$ cat src/core/sfp_pkg.sv
// Shared constants for the serial flash command framing and protect block.
// Assumes a 24-bit byte address and an 8 MB array.
package sfp_pkg;
    localparam logic [23:0] ARRAY_TOP = 24'h7fffff;
    localparam logic [23:0] SZ_128K = 24'h020000;
    localparam logic [23:0] SZ_64K = 24'h010000;
    localparam logic [23:0] SZ_32K = 24'h008000;
    localparam logic [23:0] SZ_4K = 24'h001000;
    localparam logic [23:0] SZ_PAGE = 24'h000100;
    localparam int QE_BIT = 9;
    localparam int SYNC_N = 3;
    // Opcodes seen by the framing logic
    localparam logic [7:0] OP_WREN = 8'h06;
    localparam logic [7:0] OP_WRDI = 8'h04;
    localparam logic [7:0] OP_VWREN = 8'h50;
    localparam logic [7:0] OP_WRSR = 8'h01;
    localparam logic [7:0] OP_PP = 8'h02;
    localparam logic [7:0] OP_QPP = 8'h32;
    localparam logic [7:0] OP_SE4 = 8'h20;
    localparam logic [7:0] OP_BE32 = 8'h52;
    localparam logic [7:0] OP_BE64 = 8'hd8;
    localparam logic [7:0] OP_CE_A = 8'hc7;
    localparam logic [7:0] OP_CE_B = 8'h60;
    localparam logic [7:0] OP_SEC_ER = 8'h44;
    localparam logic [7:0] OP_SEC_PR = 8'h42;
    localparam logic [7:0] OP_SUSP = 8'h75;
    localparam logic [7:0] OP_RESUME = 8'h7a;
    localparam logic [7:0] OP_PWRDN = 8'hb9;
    localparam logic [7:0] OP_RST_EN = 8'h66;
    localparam logic [7:0] OP_RST = 8'h99;
    localparam logic [7:0] OP_QUAD_EN = 8'h38;
    localparam logic [7:0] OP_QUAD_EX = 8'hff;
    localparam logic [7:0] OP_RDSR = 8'h05;
    localparam logic [7:0] OP_ID_AB = 8'hab;
    localparam logic [7:0] OP_ID_90 = 8'h90;
    localparam logic [7:0] OP_ID_92 = 8'h92;
    localparam logic [7:0] OP_ID_94 = 8'h94;
    localparam logic [7:0] OP_ID_9F = 8'h9f;
    typedef enum logic [0:0] {SFP_IDLE, SFP_ACT} sfp_phase_e;
endpackage : sfp_pkg

$ cat src/core/sfp_prot_if.sv
// Carrier between the framing core and the protect-range decoder.
// Assumes both ends sit in the same clock domain; the decoder is combinational.
`timescale 1ns/1ps
interface sfp_prot_if;
    logic cmp;
    logic sec;
    logic tb;
    logic [2:0] bp;
    logic any;
    logic [23:0] lo;
    logic [23:0] hi;
    modport dec (input cmp, input sec, input tb, input bp, output any, output lo, output hi);
    modport user (output cmp, output sec, output tb, output bp, input any, input lo, input hi);
endinterface : sfp_prot_if

$ cat src/core/sfp_prot_dec.sv
// Protected address range decoder: status protect bits in, one range out.
// Assumes the protect bits are stable, registered status from the same clock.
`timescale 1ns/1ps
module sfp_prot_dec
    import sfp_pkg::*;
(
    sfp_prot_if.dec pi
);
    logic [23:0] sz;

    // Size of the plain (non-complemented) protected portion
    always_comb begin
        if (pi.sec) begin
            unique case (pi.bp)
                3'h1: sz = SZ_4K;
                3'h2: sz = SZ_4K << 1;
                3'h3: sz = SZ_4K << 2;
                default: sz = SZ_32K; // 10x; 110 mirrors it
            endcase
        end else begin
            sz = SZ_128K << (pi.bp - 3'h1);
        end
    end

    // Complement only ever yields one range since the plain one hugs an end
    always_comb begin
        pi.lo = 24'h000000;
        pi.hi = ARRAY_TOP;
        if (pi.bp == 3'h0) begin
            pi.any = pi.cmp;
        end else if (pi.bp == 3'h7) begin
            pi.any = ~pi.cmp;
        end else begin
            pi.any = 1'b1;
            if (!pi.cmp) begin
                if (pi.tb) pi.hi = sz - 24'h000001;
                else pi.lo = ARRAY_TOP - sz + 24'h000001;
            end else if (pi.tb) begin
                pi.lo = sz;
            end else begin
                pi.hi = ARRAY_TOP - sz;
            end
        end
    end
endmodule : sfp_prot_dec

$ cat src/core/sfp_core.sv
// Serial flash command framing, byte-boundary, busy and protect gating.
// Assumes link pins arrive asynchronously and are oversampled by clk.
// Functional notes
// - With complement set, field 000 protects all, 111 protects nothing.
// - Complement, sector 0, bottom-anchor 0: codes 1-6 protect lower 63/64 down to 1/2.
// - Complement, sector 0, anchor 1: codes 1-6 protect from 020000h..400000h to top.
// - Complement, sector 1, anchor 0: protect all but top 4K/8K/16K/32K.
// - Complement, sector 1, anchor 1: protect from 001000h..008000h upward; 10x same.
// - Erase or program overlapping any protected address is ignored.
// - Falling chip select starts a command; first byte is the opcode.
// - Single-line mode samples data input on rising clock, MSB first.
// - Quad mode moves each byte on four lines in two clocks, high nibble first.
// - Rising chip select ends a command and commits it.
// - Reads may end after any bit with no side effect.
// - Write, program, erase ending mid-byte are ignored.
// - While busy every command except status read is ignored.
// - Identification bytes returned for ABh/90h/92h/94h, 16-bit code for 9Fh.
// - Quad entry needs quad enable; status write in quad mode keeps it set.
`timescale 1ns/1ps
module sfp_core
    import sfp_pkg::*;
#(
    parameter logic [7:0] MAKER_CODE = 8'h5a, // Arbitrary value
    parameter logic [7:0] PART_CODE = 8'h3c, // Arbitrary value
    parameter logic [15:0] JEDEC_SPI = 16'h1234, // Arbitrary value
    parameter logic [15:0] JEDEC_QUAD = 16'h1235 // Arbitrary value
) (
    input wire logic clk,
    input wire logic nrst,
    input wire logic ce,
    input wire logic cs_n_pin,
    input wire logic sck_pin,
    input wire logic [3:0] io_in,
    output logic [3:0] io_out,
    output logic [3:0] io_oe_n,
    input wire logic complement_protect,
    input wire logic sector_granularity,
    input wire logic top_bottom_select,
    input wire logic [2:0] block_protect_field,
    input wire logic quad_enable,
    input wire logic busy,
    output logic quad_command_mode,
    output logic cmd_valid,
    output logic cmd_rejected,
    output logic [7:0] cmd_opcode,
    output logic [23:0] cmd_addr,
    output logic [15:0] sr_wdata
);
    typedef struct packed {
        logic [SYNC_N-1:0] cs_s;
        logic [SYNC_N-1:0] sck_s;
        logic [4*SYNC_N-1:0] io_s;
        logic cs_f;
        logic sck_f;
        logic [3:0] io_f;
        sfp_phase_e ph;
        logic [2:0] bitpos;
        logic [2:0] bidx;
        logic [7:0] sh;
        logic [7:0] op;
        logic [23:0] addr;
        logic [15:0] srw;
        logic quad;
        logic [3:0] io_out;
        logic [3:0] io_oe_n;
        logic cmd_valid;
        logic cmd_rej;
        logic [7:0] cmd_op;
        logic [23:0] cmd_addr;
        logic [15:0] sr_wdata;
    } sfp_state_s;

    sfp_state_s q;
    sfp_state_s d;
    sfp_prot_if pif ();
    logic cs_new, sck_new, cs_fall, cs_rise, sck_rise, sck_fall;
    logic [3:0] io_new;
    logic [7:0] nb;
    logic [2:0] np;
    logic [8:0] idb;
    logic [47:0] rgn;
    logic prot_hit;
    logic bad;

    sfp_prot_dec u_dec (
        .pi(pif)
    );
    assign pif.cmp = complement_protect;
    assign pif.sec = sector_granularity;
    assign pif.tb = top_bottom_select;
    assign pif.bp = block_protect_field;

    // Commands that act on the device; everything else is treated as a read
    function automatic logic is_cmd(input logic [7:0] op);
        unique case (op)
            OP_WREN, OP_WRDI, OP_VWREN, OP_WRSR, OP_PP, OP_QPP, OP_SE4, OP_BE32,
            OP_BE64, OP_CE_A, OP_CE_B, OP_SEC_ER, OP_SEC_PR, OP_SUSP, OP_RESUME,
            OP_PWRDN, OP_RST_EN, OP_RST, OP_QUAD_EN, OP_QUAD_EX: is_cmd = 1'b1;
            default: is_cmd = 1'b0;
        endcase
    endfunction : is_cmd

    // Array span touched by a program or erase: {first, last}; first above last is empty
    function automatic logic [47:0] region(input logic [7:0] op, input logic [23:0] a);
        logic [23:0] m;
        m = {1'b0, a[22:0]};
        unique case (op)
            OP_PP, OP_QPP: region = {m & ~(SZ_PAGE - 24'h1), m | (SZ_PAGE - 24'h1)};
            OP_SE4: region = {m & ~(SZ_4K - 24'h1), m | (SZ_4K - 24'h1)};
            OP_BE32: region = {m & ~(SZ_32K - 24'h1), m | (SZ_32K - 24'h1)};
            OP_BE64: region = {m & ~(SZ_64K - 24'h1), m | (SZ_64K - 24'h1)};
            OP_CE_A, OP_CE_B: region = {24'h000000, ARRAY_TOP};
            default: region = {ARRAY_TOP, 24'h000000}; // Empty span, never overlaps
        endcase
    endfunction : region

    // Identification byte for the byte slot being shifted out: {valid, byte}
    function automatic logic [8:0] id_byte(input logic [7:0] op, input logic [2:0] bi,
                                           input logic qm);
        logic [15:0] jd;
        jd = qm ? JEDEC_QUAD : JEDEC_SPI;
        id_byte = 9'h000;
        unique case (op)
            OP_ID_9F: begin
                if (bi == 3'h1) id_byte = {1'b1, MAKER_CODE};
                else if (bi == 3'h2) id_byte = {1'b1, jd[15:8]};
                else if (bi == 3'h3) id_byte = {1'b1, jd[7:0]};
            end
            OP_ID_AB: if (bi >= 3'h4) id_byte = {1'b1, PART_CODE};
            OP_ID_90, OP_ID_92, OP_ID_94: begin
                if (bi >= 3'h4) id_byte = {1'b1, bi[0] ? PART_CODE : MAKER_CODE};
            end
            default: id_byte = 9'h000;
        endcase
    endfunction : id_byte

    // Overlap test of the addressed span against the protected range
    always_comb begin
        rgn = region(q.op, q.addr);
        // Empty span must not hit, or a fully protected array would refuse write enable
        prot_hit = pif.any && (rgn[47:24] <= rgn[23:0])
            && (rgn[47:24] <= pif.hi) && (rgn[23:0] >= pif.lo);
    end

    // Next state; filters accept a pin change once stages two and three agree
    always_comb begin
        d = q;
        d.cmd_valid = 1'b0;
        d.cmd_rej = 1'b0;
        d.cs_s = {q.cs_s[SYNC_N-2:0], cs_n_pin};
        d.sck_s = {q.sck_s[SYNC_N-2:0], sck_pin};
        d.io_s = {q.io_s[7:0], io_in};
        cs_new = (q.cs_s[1] == q.cs_s[2]) ? q.cs_s[2] : q.cs_f;
        sck_new = (q.sck_s[1] == q.sck_s[2]) ? q.sck_s[2] : q.sck_f;
        for (int i = 0; i < 4; i++) begin
            io_new[i] = (q.io_s[4+i] == q.io_s[8+i]) ? q.io_s[8+i] : q.io_f[i];
        end
        d.cs_f = cs_new;
        d.sck_f = sck_new;
        d.io_f = io_new;
        cs_fall = q.cs_f & ~cs_new;
        cs_rise = ~q.cs_f & cs_new;
        sck_rise = ~q.sck_f & sck_new;
        sck_fall = q.sck_f & ~sck_new;
        nb = q.quad ? {q.sh[3:0], io_new} : {q.sh[6:0], io_new[0]};
        np = q.bitpos + (q.quad ? 3'h4 : 3'h1);
        idb = id_byte(q.op, q.bidx, q.quad);
        bad = busy || (q.bitpos != 3'h0) || (q.bidx == 3'h0) || prot_hit
            || ((q.op == OP_QUAD_EN) && !quad_enable);
        if (cs_fall) begin
            d.ph = SFP_ACT;
            d.bitpos = 3'h0;
            d.bidx = 3'h0;
            d.op = 8'h00;
            d.io_oe_n = 4'hf;
        end else if (q.ph == SFP_ACT) begin
            if (cs_rise) begin
                d.ph = SFP_IDLE;
                d.io_oe_n = 4'hf;
                // Reads fall through with no effect whatever the bit count
                if (is_cmd(q.op)) begin
                    if (bad) begin
                        d.cmd_rej = 1'b1;
                    end else begin
                        d.cmd_valid = 1'b1;
                        d.cmd_op = q.op;
                        d.cmd_addr = q.addr;
                        d.sr_wdata = q.srw;
                        if (q.quad) d.sr_wdata[QE_BIT] = 1'b1;
                        if (q.op == OP_QUAD_EN) d.quad = 1'b1;
                        if (q.op == OP_QUAD_EX) d.quad = 1'b0;
                    end
                end
            end else if (sck_rise) begin
                d.sh = nb;
                d.bitpos = np;
                if (np == 3'h0) begin
                    unique case (q.bidx)
                        3'h0: d.op = nb;
                        3'h1: begin
                            d.addr[23:16] = nb;
                            d.srw[7:0] = nb;
                        end
                        3'h2: begin
                            d.addr[15:8] = nb;
                            d.srw[15:8] = nb;
                        end
                        3'h3: d.addr[7:0] = nb;
                        default: d.addr = q.addr;
                    endcase
                    if (q.bidx != 3'h7) d.bidx = q.bidx + 3'h1;
                end
            end else if (sck_fall) begin
                // Output changes on the falling edge so it is settled for the host
                if (idb[8] && !busy) begin
                    if (q.quad) begin
                        d.io_out = q.bitpos[2] ? idb[3:0] : idb[7:4];
                        d.io_oe_n = 4'h0;
                    end else begin
                        d.io_out = {2'b00, idb[3'h7 - q.bitpos], 1'b0};
                        d.io_oe_n = 4'hd;
                    end
                end else begin
                    d.io_oe_n = 4'hf;
                end
            end
        end
    end

    // Whole state in one register; ce freezes all of it, synchronisers too
    always_ff @(posedge clk or negedge nrst) begin
        if (!nrst) begin
            q <= '0;
            q.cs_s <= '1;
            q.cs_f <= 1'b1;
            q.io_oe_n <= 4'hf;
        end else if (ce) begin
            q <= d;
        end
    end

    assign io_out = q.io_out;
    assign io_oe_n = q.io_oe_n;
    assign quad_command_mode = q.quad;
    assign cmd_valid = q.cmd_valid;
    assign cmd_rejected = q.cmd_rej;
    assign cmd_opcode = q.cmd_op;
    assign cmd_addr = q.cmd_addr;
    assign sr_wdata = q.sr_wdata;
endmodule : sfp_core

$ cat src/tb/sfp_host_model.sv
// Host side of the serial link: drives chip select, serial clock and data lines.
// Assumes the bench resolves each data line from this model and the device enables.
`timescale 1ns/1ps
module sfp_host_model (
    output logic cs_n,
    output logic sck,
    output logic [3:0] io_drv,
    input wire logic [3:0] io_line
);
    // Idle link: deselected, clock parked low
    initial begin
        cs_n = 1'b1;
        sck = 1'b0;
        io_drv = 4'h5;
    end

    // One frame of nb whole bytes plus tail loose bit steps; rx gathers what the line shows
    task automatic xfer(input logic [63:0] tx, input int nb, input int tail, input logic quad,
                        output logic [63:0] rx);
        int steps;
        logic [63:0] sh;
        steps = (quad ? nb * 2 : nb * 8) + tail;
        sh = tx;
        rx = '0;
        // Off any clk edge on purpose: the link is asynchronous to the device clock
        #0.7 cs_n = 1'b0;
        #32;
        for (int i = 0; i < steps; i++) begin
            // Unused lines toggle so a stale level never looks like valid data
            io_drv = quad ? sh[63:60] : {~io_drv[3:1], sh[63]};
            sh = quad ? sh << 4 : sh << 1;
            #32 sck = 1'b1;
            rx = quad ? {rx[59:0], io_line} : {rx[62:0], io_line[1]};
            #32 sck = 1'b0;
        end
        #32 cs_n = 1'b1;
        io_drv = ~io_drv;
        #64;
    endtask : xfer
endmodule : sfp_host_model

$ cat src/tb/tb.sv
// Self-checking bench for the serial flash command framing and protect core.
// Assumes the core carries its own assertions and the host model sits beside it.
`timescale 1ns/1ps
module tb;
    localparam logic [7:0] MK = 8'ha7; // Arbitrary value
    localparam logic [7:0] PC = 8'h2d; // Arbitrary value
    localparam logic [15:0] JS = 16'h3e41; // Arbitrary value
    localparam logic [15:0] JQ = 16'h3e42; // Arbitrary value
    // Protect cases: opcode, {sec, tb, bp}, address, outcome (1 taken, 2 refused)
    localparam logic [38:0] PTAB [24] = '{
        {8'h20, 5'b00000, 24'h7ff000, 2'd2}, {8'h20, 5'b00111, 24'h000000, 2'd1},
        {8'h20, 5'b00001, 24'h7df000, 2'd2}, {8'h20, 5'b00001, 24'h7e0000, 2'd1},
        {8'h20, 5'b00110, 24'h3ff000, 2'd2}, {8'h20, 5'b00110, 24'h400000, 2'd1},
        {8'h20, 5'b01001, 24'h01f000, 2'd1}, {8'h20, 5'b01001, 24'h020000, 2'd2},
        {8'h20, 5'b01110, 24'h3ff000, 2'd1}, {8'h20, 5'b01110, 24'h400000, 2'd2},
        {8'h20, 5'b10001, 24'h7fe000, 2'd2}, {8'h20, 5'b10001, 24'h7ff000, 2'd1},
        {8'h20, 5'b10101, 24'h7f7000, 2'd2}, {8'h20, 5'b10101, 24'h7f8000, 2'd1},
        {8'h20, 5'b11001, 24'h000000, 2'd1}, {8'h20, 5'b11001, 24'h001000, 2'd2},
        {8'h20, 5'b11101, 24'h007000, 2'd1}, {8'h20, 5'b11101, 24'h008000, 2'd2},
        {8'hd8, 5'b00001, 24'h7e0000, 2'd1}, {8'h52, 5'b10100, 24'h7f0000, 2'd2},
        {8'h02, 5'b10001, 24'h7fef00, 2'd2}, {8'hc7, 5'b00111, 24'h000000, 2'd1},
        {8'h60, 5'b00001, 24'h000000, 2'd2}, {8'h06, 5'b00000, 24'h000000, 2'd1}};
    localparam logic [7:0] IDOP [4] = '{8'hab, 8'h90, 8'h92, 8'h94};
    logic clk, nrst, cmp, sec, tbs, qe, busy, cs_n, sck, qcm, cv, cr;
    logic [2:0] bp;
    logic [3:0] host_io, io_out, io_oe_n, io_line;
    logic [7:0] op;
    logic [23:0] addr;
    logic [15:0] srw;
    logic [63:0] rx;
    int mismatches = 0;
    int n_checks = 0;
    int nv = 0;
    int nr = 0;

    // A line shows the device while it drives, else what the host leaves there
    assign io_line = (io_oe_n & host_io) | (~io_oe_n & io_out);

    sfp_core #(.MAKER_CODE(MK), .PART_CODE(PC), .JEDEC_SPI(JS), .JEDEC_QUAD(JQ)) dut (
        .clk(clk), .nrst(nrst), .ce(1'b1), .cs_n_pin(cs_n), .sck_pin(sck), .io_in(io_line),
        .io_out(io_out), .io_oe_n(io_oe_n), .complement_protect(cmp),
        .sector_granularity(sec), .top_bottom_select(tbs), .block_protect_field(bp),
        .quad_enable(qe), .busy(busy), .quad_command_mode(qcm), .cmd_valid(cv),
        .cmd_rejected(cr), .cmd_opcode(op), .cmd_addr(addr), .sr_wdata(srw));
    sfp_host_model host (.cs_n(cs_n), .sck(sck), .io_drv(host_io), .io_line(io_line));

    initial begin
        clk = 1'b0;
        forever #2.5 clk = ~clk;
    end

    // Count result pulses so each frame is judged after it ends
    always @(posedge clk) begin
        if (cv === 1'b1) nv <= nv + 1;
        if (cr === 1'b1) nr <= nr + 1;
    end

    task automatic chk(input string what, input logic [31:0] seen, input logic [31:0] exp);
        n_checks++;
        if (seen !== exp) begin
            mismatches++;
            $display("wrong value %s expected %h seen %h", what, exp, seen);
        end
    endtask : chk

    task automatic give_verdict;
        $display("checks %0d mismatches %0d", n_checks, mismatches);
        if (mismatches == 0 && n_checks > 0) $display("ALL CHECKS OK");
        else $display("CHECKS NOT OK");
        $finish;
    endtask : give_verdict

    // One frame, then its outcome: 0 no pulse, 1 taken, 2 refused
    task automatic run(input logic [63:0] tx, input int nb, input int tail, input logic q,
                       input int k);
        int v0, r0;
        v0 = nv;
        r0 = nr;
        host.xfer(tx, nb, tail, q, rx);
        // Pulse lands about four clocks after the pin rise; twelve leaves margin
        repeat (12) @(posedge clk);
        chk("outcome", (nv != v0) ? 32'd1 : (nr != r0) ? 32'd2 : 32'd0, k);
        if (k == 1) chk("opcode", {24'h0, op}, {24'h0, tx[63:56]});
    endtask : run

    // Protect bits change only between frames, so the map is steady for each check
    task automatic prot(input logic [4:0] cfg);
        {sec, tbs, bp} <= cfg;
        cmp <= 1'b1;
        repeat (2) @(posedge clk);
    endtask : prot

    // Hang guard
    initial begin
        #200000;
        mismatches++;
        give_verdict();
    end

    initial begin
        {nrst, cmp, sec, tbs, qe, busy, bp} <= '0;
        repeat (12) @(posedge clk);
        nrst <= 1'b1;
        repeat (6) @(posedge clk);
        prot(5'b00111);
        run({8'h06, 56'h0}, 1, 0, 1'b0, 1);
        run({8'h06, 56'h0}, 1, 3, 1'b0, 2);
        run({8'h03, 56'h0}, 1, 5, 1'b0, 0);
        busy <= 1'b1;
        run({8'h06, 56'h0}, 1, 0, 1'b0, 2);
        run({8'h05, 56'h0}, 2, 0, 1'b0, 0);
        busy <= 1'b0;
        run({8'h9f, 56'h0}, 4, 0, 1'b0, 0);
        chk("jedec single", {8'h0, rx[23:0]}, {8'h0, MK, JS});
        foreach (IDOP[i]) begin
            run({IDOP[i], 56'h0}, 6, 0, 1'b0, 0);
            chk("id", {16'h0, rx[15:0]}, {16'h0, (IDOP[i] == 8'hab) ? PC : MK, PC});
        end
        foreach (PTAB[i]) begin
            prot(PTAB[i][30:26]);
            run({PTAB[i][38:31], PTAB[i][25:2], 32'h0}, 4, 0, 1'b0, PTAB[i][1:0]);
            if (PTAB[i][1:0] == 2'd1) chk("address", {8'h0, addr}, {8'h0, PTAB[i][25:2]});
        end
        // Plain map once: upper 1/64 protected with complement clear
        {sec, tbs, bp} <= 5'b00001;
        cmp <= 1'b0;
        repeat (2) @(posedge clk);
        run({8'h20, 24'h7e0000, 32'h0}, 4, 0, 1'b0, 2);
        prot(5'b00111);
        run({8'h38, 56'h0}, 1, 0, 1'b0, 2);
        chk("quad mode", {31'h0, qcm}, 32'h0);
        qe <= 1'b1;
        run({8'h38, 56'h0}, 1, 0, 1'b0, 1);
        chk("quad mode", {31'h0, qcm}, 32'h1);
        run({8'h01, 8'ha5, 48'h0}, 3, 0, 1'b1, 1);
        chk("status data", {16'h0, srw}, 32'h02a5);
        run({8'h20, 24'h123000, 32'h0}, 4, 0, 1'b1, 1);
        chk("quad address", {8'h0, addr}, 32'h123000);
        run({8'h9f, 56'h0}, 4, 0, 1'b1, 0);
        chk("jedec quad", {8'h0, rx[23:0]}, {8'h0, MK, JQ});
        run({8'h06, 56'h0}, 1, 1, 1'b1, 2);
        run({8'hff, 56'h0}, 1, 0, 1'b1, 1);
        chk("quad mode", {31'h0, qcm}, 32'h0);
        give_verdict();
    end
endmodule : tb
$ cat config.mk
export PLATFORM = sky130hd
export DESIGN_NAME = sfp_core
export DESIGN_NICKNAME = d
export VERILOG_FILES = /design/src/core/sfp_pkg.sv /design/src/core/sfp_prot_if.sv /design/src/core/sfp_prot_dec.sv /design/src/core/sfp_core.sv /design/src/tb/sfp_host_model.sv /design/src/tb/tb.sv
export SDC_FILE = /design/constraint.sdc
export NUM_CORES = 1
export LEC_CHECK = 0
export BUFFER_PORTS_ARGS = -buffer_cell sky130_fd_sc_hd__buf_2
export CAP_MARGIN = 40
export CORE_ASPECT_RATIO = 0.8
export CORE_MARGIN = 3
export CORE_UTILIZATION = 55
export DETAILED_ROUTE_END_ITERATION = 6
export PLACE_DENSITY = 0.72
export SETUP_SLACK_MARGIN = 0.2
export SLEW_MARGIN = 30
export SYNTH_ARGS = -nofsm -noshare
export SYNTH_HDL_FRONTEND = slang
export SYNTH_SLANG_ARGS = --single-unit
$ cat constraint.sdc
create_clock -name clk -period 5.2 [get_ports clk]
set_input_delay 0.52 -clock clk [delete_from_list [all_inputs] [get_ports clk]]
set_output_delay 0.52 -clock clk [all_outputs]
set_load 0.01 [all_outputs]
==> results of run 1 <==
==> metal layers <==
metal / vias to the layer above / track usage, % / part of all wire (%)
met1: 2891 / 37.93 / 49
met4: 0 / 4.245 / 0.74
met5: - / 0 / 0
met2: 228 / 34.34 / 42
met3: 15 / 4.895 / 7.9
li1: 2746 / - / -
==> state kept, by name (all words and copies together), names as in the netlist <==
name / cells
cmd_valid: 1
quad_command_mode: 1
io_oe_n: 2
io_out: 4
sr_wdata: 2
d: 12
cmd_addr: 23
q: 58
cmd_opcode: 8
cmd_rejected: 1
==> kinds of logic after synthesis <==
family	Yosys count
buffers and inverters	135
multiplexers	62
AO/OA/AOI/OAI	184
flip-flops	112
XOR/XNOR	11
adder cells (fa/ha/maj)	51
AND/OR/NAND/NOR	243
==> synth_stat cells, types with 11 or more instances <==
library cell / n
a21oi_1: 60
buf_4: 57
clkbuf_1: 36
dfrtp_1: 106
ha_1: 46
inv_1: 32
mux2_2: 20
mux2_4: 27
nand2_1: 77
nand3_1: 18
nor2_1: 62
nor3_1: 11
o21ai_0: 59
==> power by group through the flow <==
stage               registers (W)  logic (W)  clock network, W
detailed placement        0.00124    0.00117                 0
global route              0.00126    0.00134          0.000729
CTS                       0.00122    0.00118          0.000691
finish                    0.00123    0.00120          0.000679
floorplan                 0.00112   0.000989                 0
global placement          0.00123    0.00112                 0
==> timing repair <==
item | in CTS | in global routing
endpoints found under the hold margin | 0 | 0
endpoints found under the setup margin | 0 | 1
hold buffers | 0 | 0
resized for setup | 0 | 1
==> critical path, stage by stage (launching register included) <==
cell      delay (ns)
dfrtp_1         0.50
or4_1           0.70
o22ai_2         0.25
a21oi_1         0.12
o21ai_1         0.18
clkbuf_4        0.26
nand2_1         0.14
ha_1            0.34
a21o_1          0.16
a32o_1          0.19
nor4_1          0.41
nand4_1         0.21
a211oi_4        0.29
nor3_4          0.09
buf_12          0.19
mux2_1          0.33
==> layout make-up <==
type	count	area (um2)	area share, %
multi-input cells	551	3871	49.71
flip-flops and latches	112	2810	36.09
repair buffers	85	469.2	6.025
clock buffers	9	225.2	2.892
well taps	175	219.0	2.812
inverters	32	120.1	1.542
clock inverters	7	72.57	0.9319
==> worst paths after layout <==
kind	start	end	slack [ns]
setup / recovery	q[99]$_DFFE_PN0P_	cmd_addr[10]$_DFFE_PN0P_	0.68
hold / removal	nrst	q[122]$_DFFE_PN0P_	0.20
setup reg to reg	q[99]$_DFFE_PN0P_	cmd_addr[10]$_DFFE_PN0P_	0.68
hold reg to reg	q[80]$_DFFE_PN0P_	q[80]$_DFFE_PN0P_	0.49
max in group asynchronous	nrst	q[99]$_DFFE_PN0P_	4.10
min in group clk	io_in[3]	d[135]$_DFFE_PN0P_	0.39
==> per-stage QoR <==
| step | instances | hold WS [ns] | instance area [um2] |
|---|---|---|---|
| 2_1_floorplan | 798 | 0.2244 | 7427 |
| 3_3_place_gp | 953 | 0.4657 | 7468 |
| 3_5_place_dp | 954 | 0.4788 | 7480 |
| 4_1_cts | 970 | 0.2447 | 7777 |
| 5_1_grt | 971 | 0.2524 | 7787 |
| 6_report | 971 | 0.1965 | 7787 |
==> metrics, run 1 <==
Post-CTS Setup Repair Bufs 0; Leak 3.717 nW; register area share after synthesis 37.84%; largest family of logic cells by synthesized area simple AND/OR/NAND/NOR gates; Mapped Area 0.007427 mm2; Max VDD drop 221.4 uV; fin worst setup slack 0.6793 ns; n_diodes 0; number of fill cells 1140; clock tree from TritonCTS built; vias in the first global route 5424; Die Area 0.01494 mm2; share of post-route cells with drive strength above 1 20.60%; DP Worst Slack 0.4067 ns; Final Skew 0.01210 ns; RSZ-0062 raised after global routing no; CTS Buf Count 9; mux cell area share after synthesis 10.60%; DRC 0; initial antenna violation count 0; post-layout util 59.86%; CTS H-tree depth 3; Ports 76; first-pass GRT wire length 28510 um; Critical Path AT 4.76 ns; worst slew pin tran 0.7339 ns; vias per cell 6.056; Sw Ratio 40.54%; Worst-path clk slew 0.08 ns; commonest non-fill, non-tap cell in the layout dfrtp_1; Hold Vio Cnt, Final 0; Max Transition Viols Final 0; cell taking the most area after synthesis dfrtp_1; top-area cell type share of the netlist area 35.71%; final HPWL from detailed placement 13140 um; kind of critical path reg2reg; Pre-Repair DR Iteration Count 5; switching pwr 0.001261 W; compound-gate portion of the synthesized area 15.36%; FP Rows 37; Tmin final 4.521 ns; maximum fanout along the worst path 26; hold crit path type in2async; Worst R2R Path Depth 15; Most used DFF post-synth dfrtp_1; combinational share of power 38.6%; GPL Wtd Cong 0.9853; Pint 0.001850 W; Die Y 109.9 um; CP required 5.43 ns; Starting Density 57.09%; Final Power 0.003111 W; routed via count 5880; Post-synth ARST share 100.0%; later-pin clock latency in the skew report 0.35 ns; xor/xnor cell area share of the yosys netlist 1.297%; Yosys cell types 72; Root Buffer clkbuf_16; initial DRC count 523; width of the chip 135.9 um; Worst setup EP type flop; Synth Warn # 0; Max Buffers Root-to-Sink 2; commonest cells after routing, fill and taps aside dfrtp_1, nand2_1, buf_2; routed length per instance 17.91 um; clock network fraction of total power 21.8%; Max Fclk 221.2 MHz; Post-synth EDFFs 0; Overflow after GRT 0; post-synthesis adder-cell area fraction 8.423%; final worst path period share 86.94%; outcome complete, no violations; clock sinks 112; Post-Synth Simple-Gate Area 16.41%; Max-slew headroom 49.67%; Port Buffers 75; CP Launch Type flop; area growth from synthesis to layout 4.852%; flops & latches, synth 112; Overall Global Routing Usage 24.07%; Sequential Power Share 39.6%; maxcap violations 0; post-route setup TNS 0 ns; Mapped Cells 798; Core ar. 0.01301 mm2; synth top area cells dfrtp_1, ha_1, buf_4; Syn Nets 861; fin nets 854; DRT Wirelength 17390 um; Pwr Density 399.4 mW/mm2; pin count of the biggest net entering global routing 87; Syn Area/Cell 9.307 um2; Final setup viols 0; DRT antenna net count 0
(Power assumes the default switching activity.)
==> run 2, diff against run 1 <==
==> constraint.sdc (replaced) <==
create_clock -name clk -period 5.2 [get_ports clk]
set_input_delay 1.04 -clock clk [delete_from_list [all_inputs] [get_ports clk]]
set_output_delay 1.04 -clock clk [all_outputs]
set_load 0.01 [all_outputs]
==> run 2 against run 1 <==
Against the previous run:
- via count down 1.6%
- fmax down 5.9%
- global-route usage down 0.68 points
- critical path type is now in2reg
- critical endpoint is now cmd_addr[6]$_DFFE_PN0P_
- largest cell class unchanged
- highest routed layer unchanged
==> metrics, run 2 (synthesis results as in run 1) <==
outcome complete, no violations; fin cells 975; Leak 3.746 nW; vias in the first global route 5225; commonest cells after routing, fill and taps aside dfrtp_1, nand2_1, buf_2; Max VDD drop 206.7 uV; Ports 76; RSZ-0062 raised after global routing no; Post-CTS Setup Repair Bufs 0; Overall Global Routing Usage 23.38%; DRT antenna net count 0; routed length per instance 17.66 um; commonest non-fill, non-tap cell in the layout dfrtp_1; Pre-Repair DR Iteration Count 5; hold crit path type reg2reg; Sw Ratio 40.59%; Final Skew 0.01243 ns; later-pin clock latency in the skew report 0.36 ns; combinational share of power 38.3%; Max Transition Viols Final 0; Pwr Density 396.9 mW/mm2; Critical Path AT 5.05 ns; Most flops, register q; routed via count 5785; Core ar. 0.01301 mm2; post-route setup TNS 0 ns; hold buffer count at cts 0; clock network fraction of total power 21.8%; area growth from synthesis to layout 5.357%; worst slew pin tran 0.7959 ns; FP Rows 37; GPL Wtd Cong 0.9125; Tmin final 4.805 ns; Reg2Reg Setup Slack 0.49 ns; maximum fanout along the worst path 25; vias per cell 5.933; maxcap violations 0; Die Y 109.9 um; DRC 0; CP required 5.44 ns; first-pass GRT wire length 27570 um; kind of critical path in2reg; post-layout util 60.15%; Max-slew headroom 46.20%; DP Worst Slack 0.1255 ns; n_diodes 0; reg-to-reg endpoint cmd_addr[6]$_DFFE_PN0P_; DRT Wirelength 17210 um; Starting Density 57.09%; fin worst setup slack 0.3951 ns; critical hold path startpoint q[77]$_DFFE_PN0P_; clock sinks 112; Max Fclk 208.1 MHz; Worst-path clk slew 0.08 ns; Port Buffers 75; Hold Path Cell Cnt 2; width of the chip 135.9 um; placed cells 958; post-cts resize count 0; CP Launch Type input port; Root Buffer clkbuf_16; Final setup viols 0; clock tree from TritonCTS built; RR Startpoint q[104]$_DFFE_PN0P_; Die Area 0.01494 mm2; share of post-route cells with drive strength above 1 21.00%; Pint 0.001845 W; CTS Buf Count 9; Sequential Power Share 39.9%; Hold Vio Cnt, Final 0; Worst setup EP type flop; fin nets 858; Max Buffers Root-to-Sink 2; initial DRC count 624; max reg flops 58; pin count of the biggest net entering global routing 48; CTS H-tree depth 3; Min-Delay Endpoint q[77]$_DFFE_PN0P_; Overflow after GRT 0; switching pwr 0.001261 W; final HPWL from detailed placement 12980 um; Worst R2R Path Depth 13; final worst path period share 92.40%; initial antenna violation count 0
run 2: metal layers:
metal	wire length (um)	vias up	GRT usage, %
met5	0	-	0
met4	142	0	4.604
met3	1214	13	4.620
met2	7195	218	32.85
met1	8660	2789	37.18
li1	-	2765	-
run 2: power by group through the flow:
stage	clock network, W	registers, W	logic [W]
after floorplan	0	0.00112	0.000989
after global placement	0	0.00123	0.00111
after detailed placement	0	0.00124	0.00116
after CTS	0.000688	0.00123	0.00117
after global routing	0.000728	0.00127	0.00134
final	0.000678	0.00124	0.00119
run 2: worst max-delay path, stage by stage:
cell and delay (ns):
buf_2 0.14, or2_1 0.26, inv_1 0.13, ha_1 0.25, nor2_1 0.14, mux2i_1 0.11
o211a_1 0.28, a21o_1 0.17, a21oi_1 0.14, o32ai_1 0.10, nand2_1 0.09, ha_1 0.24
and4_1 0.19, a2111oi_0 0.36, o311ai_0 0.28, nand4_1 0.21, a211oi_4 0.07, nor3_4 0.24
buf_12 0.25, mux2_1 0.35
run 2: how the worst max path moves through the flow:
stage	from	end	cells past startpoint
2_1_floorplan	block_protect_field[1]	cmd_addr[11]$_DFFE_PN0P_	21
3_3_place_gp	block_protect_field[0]	cmd_addr[8]$_DFFE_PN0P_	20
3_5_place_dp	block_protect_field[0]	cmd_addr[6]$_DFFE_PN0P_	20
4_1_cts	block_protect_field[0]	cmd_addr[6]$_DFFE_PN0P_	20
5_1_grt	q[104]$_DFFE_PN0P_	cmd_addr[8]$_DFFE_PN0P_	13
6_report	block_protect_field[0]	cmd_addr[6]$_DFFE_PN0P_	20
run 2: metrics by stage:
step	total power, W	hold WS (ns)	instance area [um2]
2_1_floorplan	0.002109	0.4460	7427
3_3_place_gp	0.002343	0.4588	7498
3_5_place_dp	0.002409	0.4737	7518
4_1_cts	0.003092	0.4921	7816
5_1_grt	0.003335	0.5222	7825
6_report	0.003106	0.4889	7825
run 2: cell type report:
type,count,area [um2]
fill,1095,5184
clock buffer,9,225.2
clock inverter,7,72.57
inverter,32,120.1
timing repair buffer,89,505.5
tap,175,219.0
multi-input combinational,551,3872
sequential,112,2810
==> run 3, diff against run 2 <==
--- a/config.mk
+++ b/config.mk
@@ -5,12 +5,13 @@
 export SDC_FILE = /design/constraint.sdc
 export NUM_CORES = 1
 export LEC_CHECK = 0
-export BUFFER_PORTS_ARGS = -buffer_cell sky130_fd_sc_hd__buf_2
+export BUFFER_PORTS_ARGS = -buffer_cell sky130_fd_sc_hd__buf_4
 export CAP_MARGIN = 40
 export CORE_ASPECT_RATIO = 0.8
 export CORE_MARGIN = 3
 export CORE_UTILIZATION = 55
 export DETAILED_ROUTE_END_ITERATION = 6
+export MAX_ROUTING_LAYER = met4
 export PLACE_DENSITY = 0.72
 export SETUP_SLACK_MARGIN = 0.2
 export SLEW_MARGIN = 30
==> run 3 against run 2 <==
Against the previous run:
- routed wire length up 4.1%
- register-to-register slack worse by 0.15 ns
- sequential share of layout area decreased by 1.2 points
- critical endpoint is now cmd_addr[4]$_DFFE_PN0P_
- largest cell class unchanged
==> metrics, run 3 (synthesis results as in run 1) <==
fin nets 863; CP max stage delay 0.72 ns; initial antenna violation count 0; hold crit path type reg2reg; post-layout util 62.19%; Reg2Reg Setup Slack 0.34 ns; number of fill cells 1089; Final setup viols 0; final HPWL from detailed placement 13350 um; Root Buffer clkbuf_16; Max VDD drop 237.9 uV; routed via count 5799; FP Rows 37; Core ar. 0.01301 mm2; outcome complete, no violations; vias in the first global route 5471; CTS H-tree depth 3; width of the chip 135.9 um; maxcap violations 0; Die Y 109.9 um; fin cells 980; share of post-route cells with drive strength above 1 21.49%; Critical-path top delay cell or4_1; pin count of the biggest net entering global routing 41; Sequential cell area 0.002810 mm2; reg-to-reg endpoint cmd_addr[4]$_DFFE_PN0P_; DRT antenna net count 0; CTS Buf Count 9; Pwr Density 391.9 mW/mm2; Ports 76; initial DRC count 728; n_diodes 0; final worst path period share 93.42%; hold buffer count at cts 0; DRC 0; Worst-path clk slew 0.07 ns; Starting Density 57.09%; critical path cell sequence or4_1 -> o22ai_2 -> a21oi_1 -> o21ai_1 -> buf_2 -> nand2_1 -> ha_1 -> a21o_1 -> a32o_1 -> nor4_1 -> nand4_1 -> a211oi_4 -> nor3_4 -> buf_4 -> clkbuf_16 -> mux2_4; Worst setup EP type flop; Pre-Repair DR Iteration Count 5; Die Area 0.01494 mm2; RSZ-0062 raised after global routing no; Buffers & Inverters on Critical Path 3; vias per cell 5.917; worst slew pin tran 0.7865 ns; CP delay by family, top simple AND/OR/NAND/NOR gates; CP Launch Type flop; Multi-input gate area 0.003895 mm2; Overall Global Routing Usage 24.68%; Max-slew headroom 47.17%; GPL Wtd Cong 0.9546; Overflow after GRT 0; WP depth 16; RR Startpoint q[99]$_DFFE_PN0P_; Most flops, register q; commonest non-fill, non-tap cell in the layout dfrtp_1; Critical Path AT 5.09 ns; commonest cells after routing, fill and taps aside dfrtp_1, buf_4, nand2_1; Max Buffers Root-to-Sink 2; later-pin clock latency in the skew report 0.35 ns; CP required 5.43 ns; clock sinks 112; Port Buffers 75; Max Fclk 205.9 MHz; routed length per instance 18.29 um; Max Transition Viols Final 0; Hold Vio Cnt, Final 0; placed cells 962; max reg flops 58; DRT Wirelength 17930 um; first-pass GRT wire length 28240 um; Setup crit end cmd_addr[4]$_DFFE_PN0P_; Worst R2R Path Depth 16; clock tree from TritonCTS built; maximum fanout along the worst path 12; post-route setup TNS 0 ns; Final Skew 0.01098 ns; area growth from synthesis to layout 8.929%; Leak 3.794 nW; kind of critical path reg2reg; Tmin final 4.858 ns; crit path launch q[99]$_DFFE_PN0P_
-- run 3: cell count changes in the layout (fill, tap and decap cells not counted), moves of 2 or more --
cell / delta
clkinv_8: -2
buf_2: -73
clkinvlp_4: +2
buf_4: +77
-- run 3: worst min-delay path by stage --
stage,from,endpoint,slack [ns],cells after the start
floorplan,q[81]$_DFFE_PN0P_,q[81]$_DFFE_PN0P_,0.45,2
finish,cmd_addr[7]$_DFFE_PN0P_,cmd_addr[7]$_DFFE_PN0P_,0.49,1
global placement,q[81]$_DFFE_PN0P_,q[81]$_DFFE_PN0P_,0.46,2
detailed placement,q[81]$_DFFE_PN0P_,q[81]$_DFFE_PN0P_,0.47,2
CTS,cmd_addr[7]$_DFFE_PN0P_,cmd_addr[7]$_DFFE_PN0P_,0.49,1
global route,d[141]$_DFFE_PN0P_,d[141]$_DFFE_PN0P_,0.52,1
-- run 3: where the power goes --
part	internal, W	switching (W)
Clock	0.000381	0.000320
Sequential	0.00102	0.000218
Combinational	0.000518	0.000715
-- run 3: final cells by class --
| class | count | share of cell area, % |
|---|---|---|
| Clock buffer | 10 | 2.830 |
| Timing Repair Buffer | 94 | 9.187 |
| Clock inverter | 6 | 0.9125 |
| Multi-Input combinational cell | 551 | 48.14 |
| Sequential cell | 112 | 34.74 |
| Inverter | 32 | 1.485 |
| Tap cell | 175 | 2.706 |
-- run 3: per-layer routing --
metal	track usage [%]	wire length, um	vias up	part of all wire, %
met5	-	0	-	0
met4	6.115	131	0	0.73
met3	4.209	1413	16	7.9
met2	34.69	7695	214	43
met1	37.09	8686	2795	48
li1	-	-	2774	-
-- run 3: metrics by stage --
stage	power (W)	hold WS (ns)	worst slack, ns	instance area, um2
6_report	0.003171	0.4910	0.3422	8090
3_3_place_gp	0.002379	0.4576	0.2363	7699
2_1_floorplan	0.002109	0.4460	0.2259	7427
5_1_grt	0.003382	0.5209	0.2013	8090
4_1_cts	0.003144	0.4934	0.3931	8031
3_5_place_dp	0.002439	0.4721	0.03839	7729
-- run 3: timing repair --
item	4_1_cts	5_1_grt
setup endpoints to repair	0	32
setup buffers	0	1
endpoints found under the hold margin	0	0
gates resized for setup	0	5
-- run 3: worst register-to-register path: stages (launching register included) --
cell and delay, ns:
dfrtp_1 0.53, or4_1 0.73, o22ai_2 0.28, a21oi_1 0.14
o21ai_1 0.24, buf_2 0.29, nand2_1 0.13, ha_1 0.32
a21o_1 0.19, a32o_1 0.21, nor4_1 0.37, nand4_1 0.21
a211oi_4 0.35, nor3_4 0.11, buf_4 0.17, clkbuf_16 0.19
mux2_4 0.30
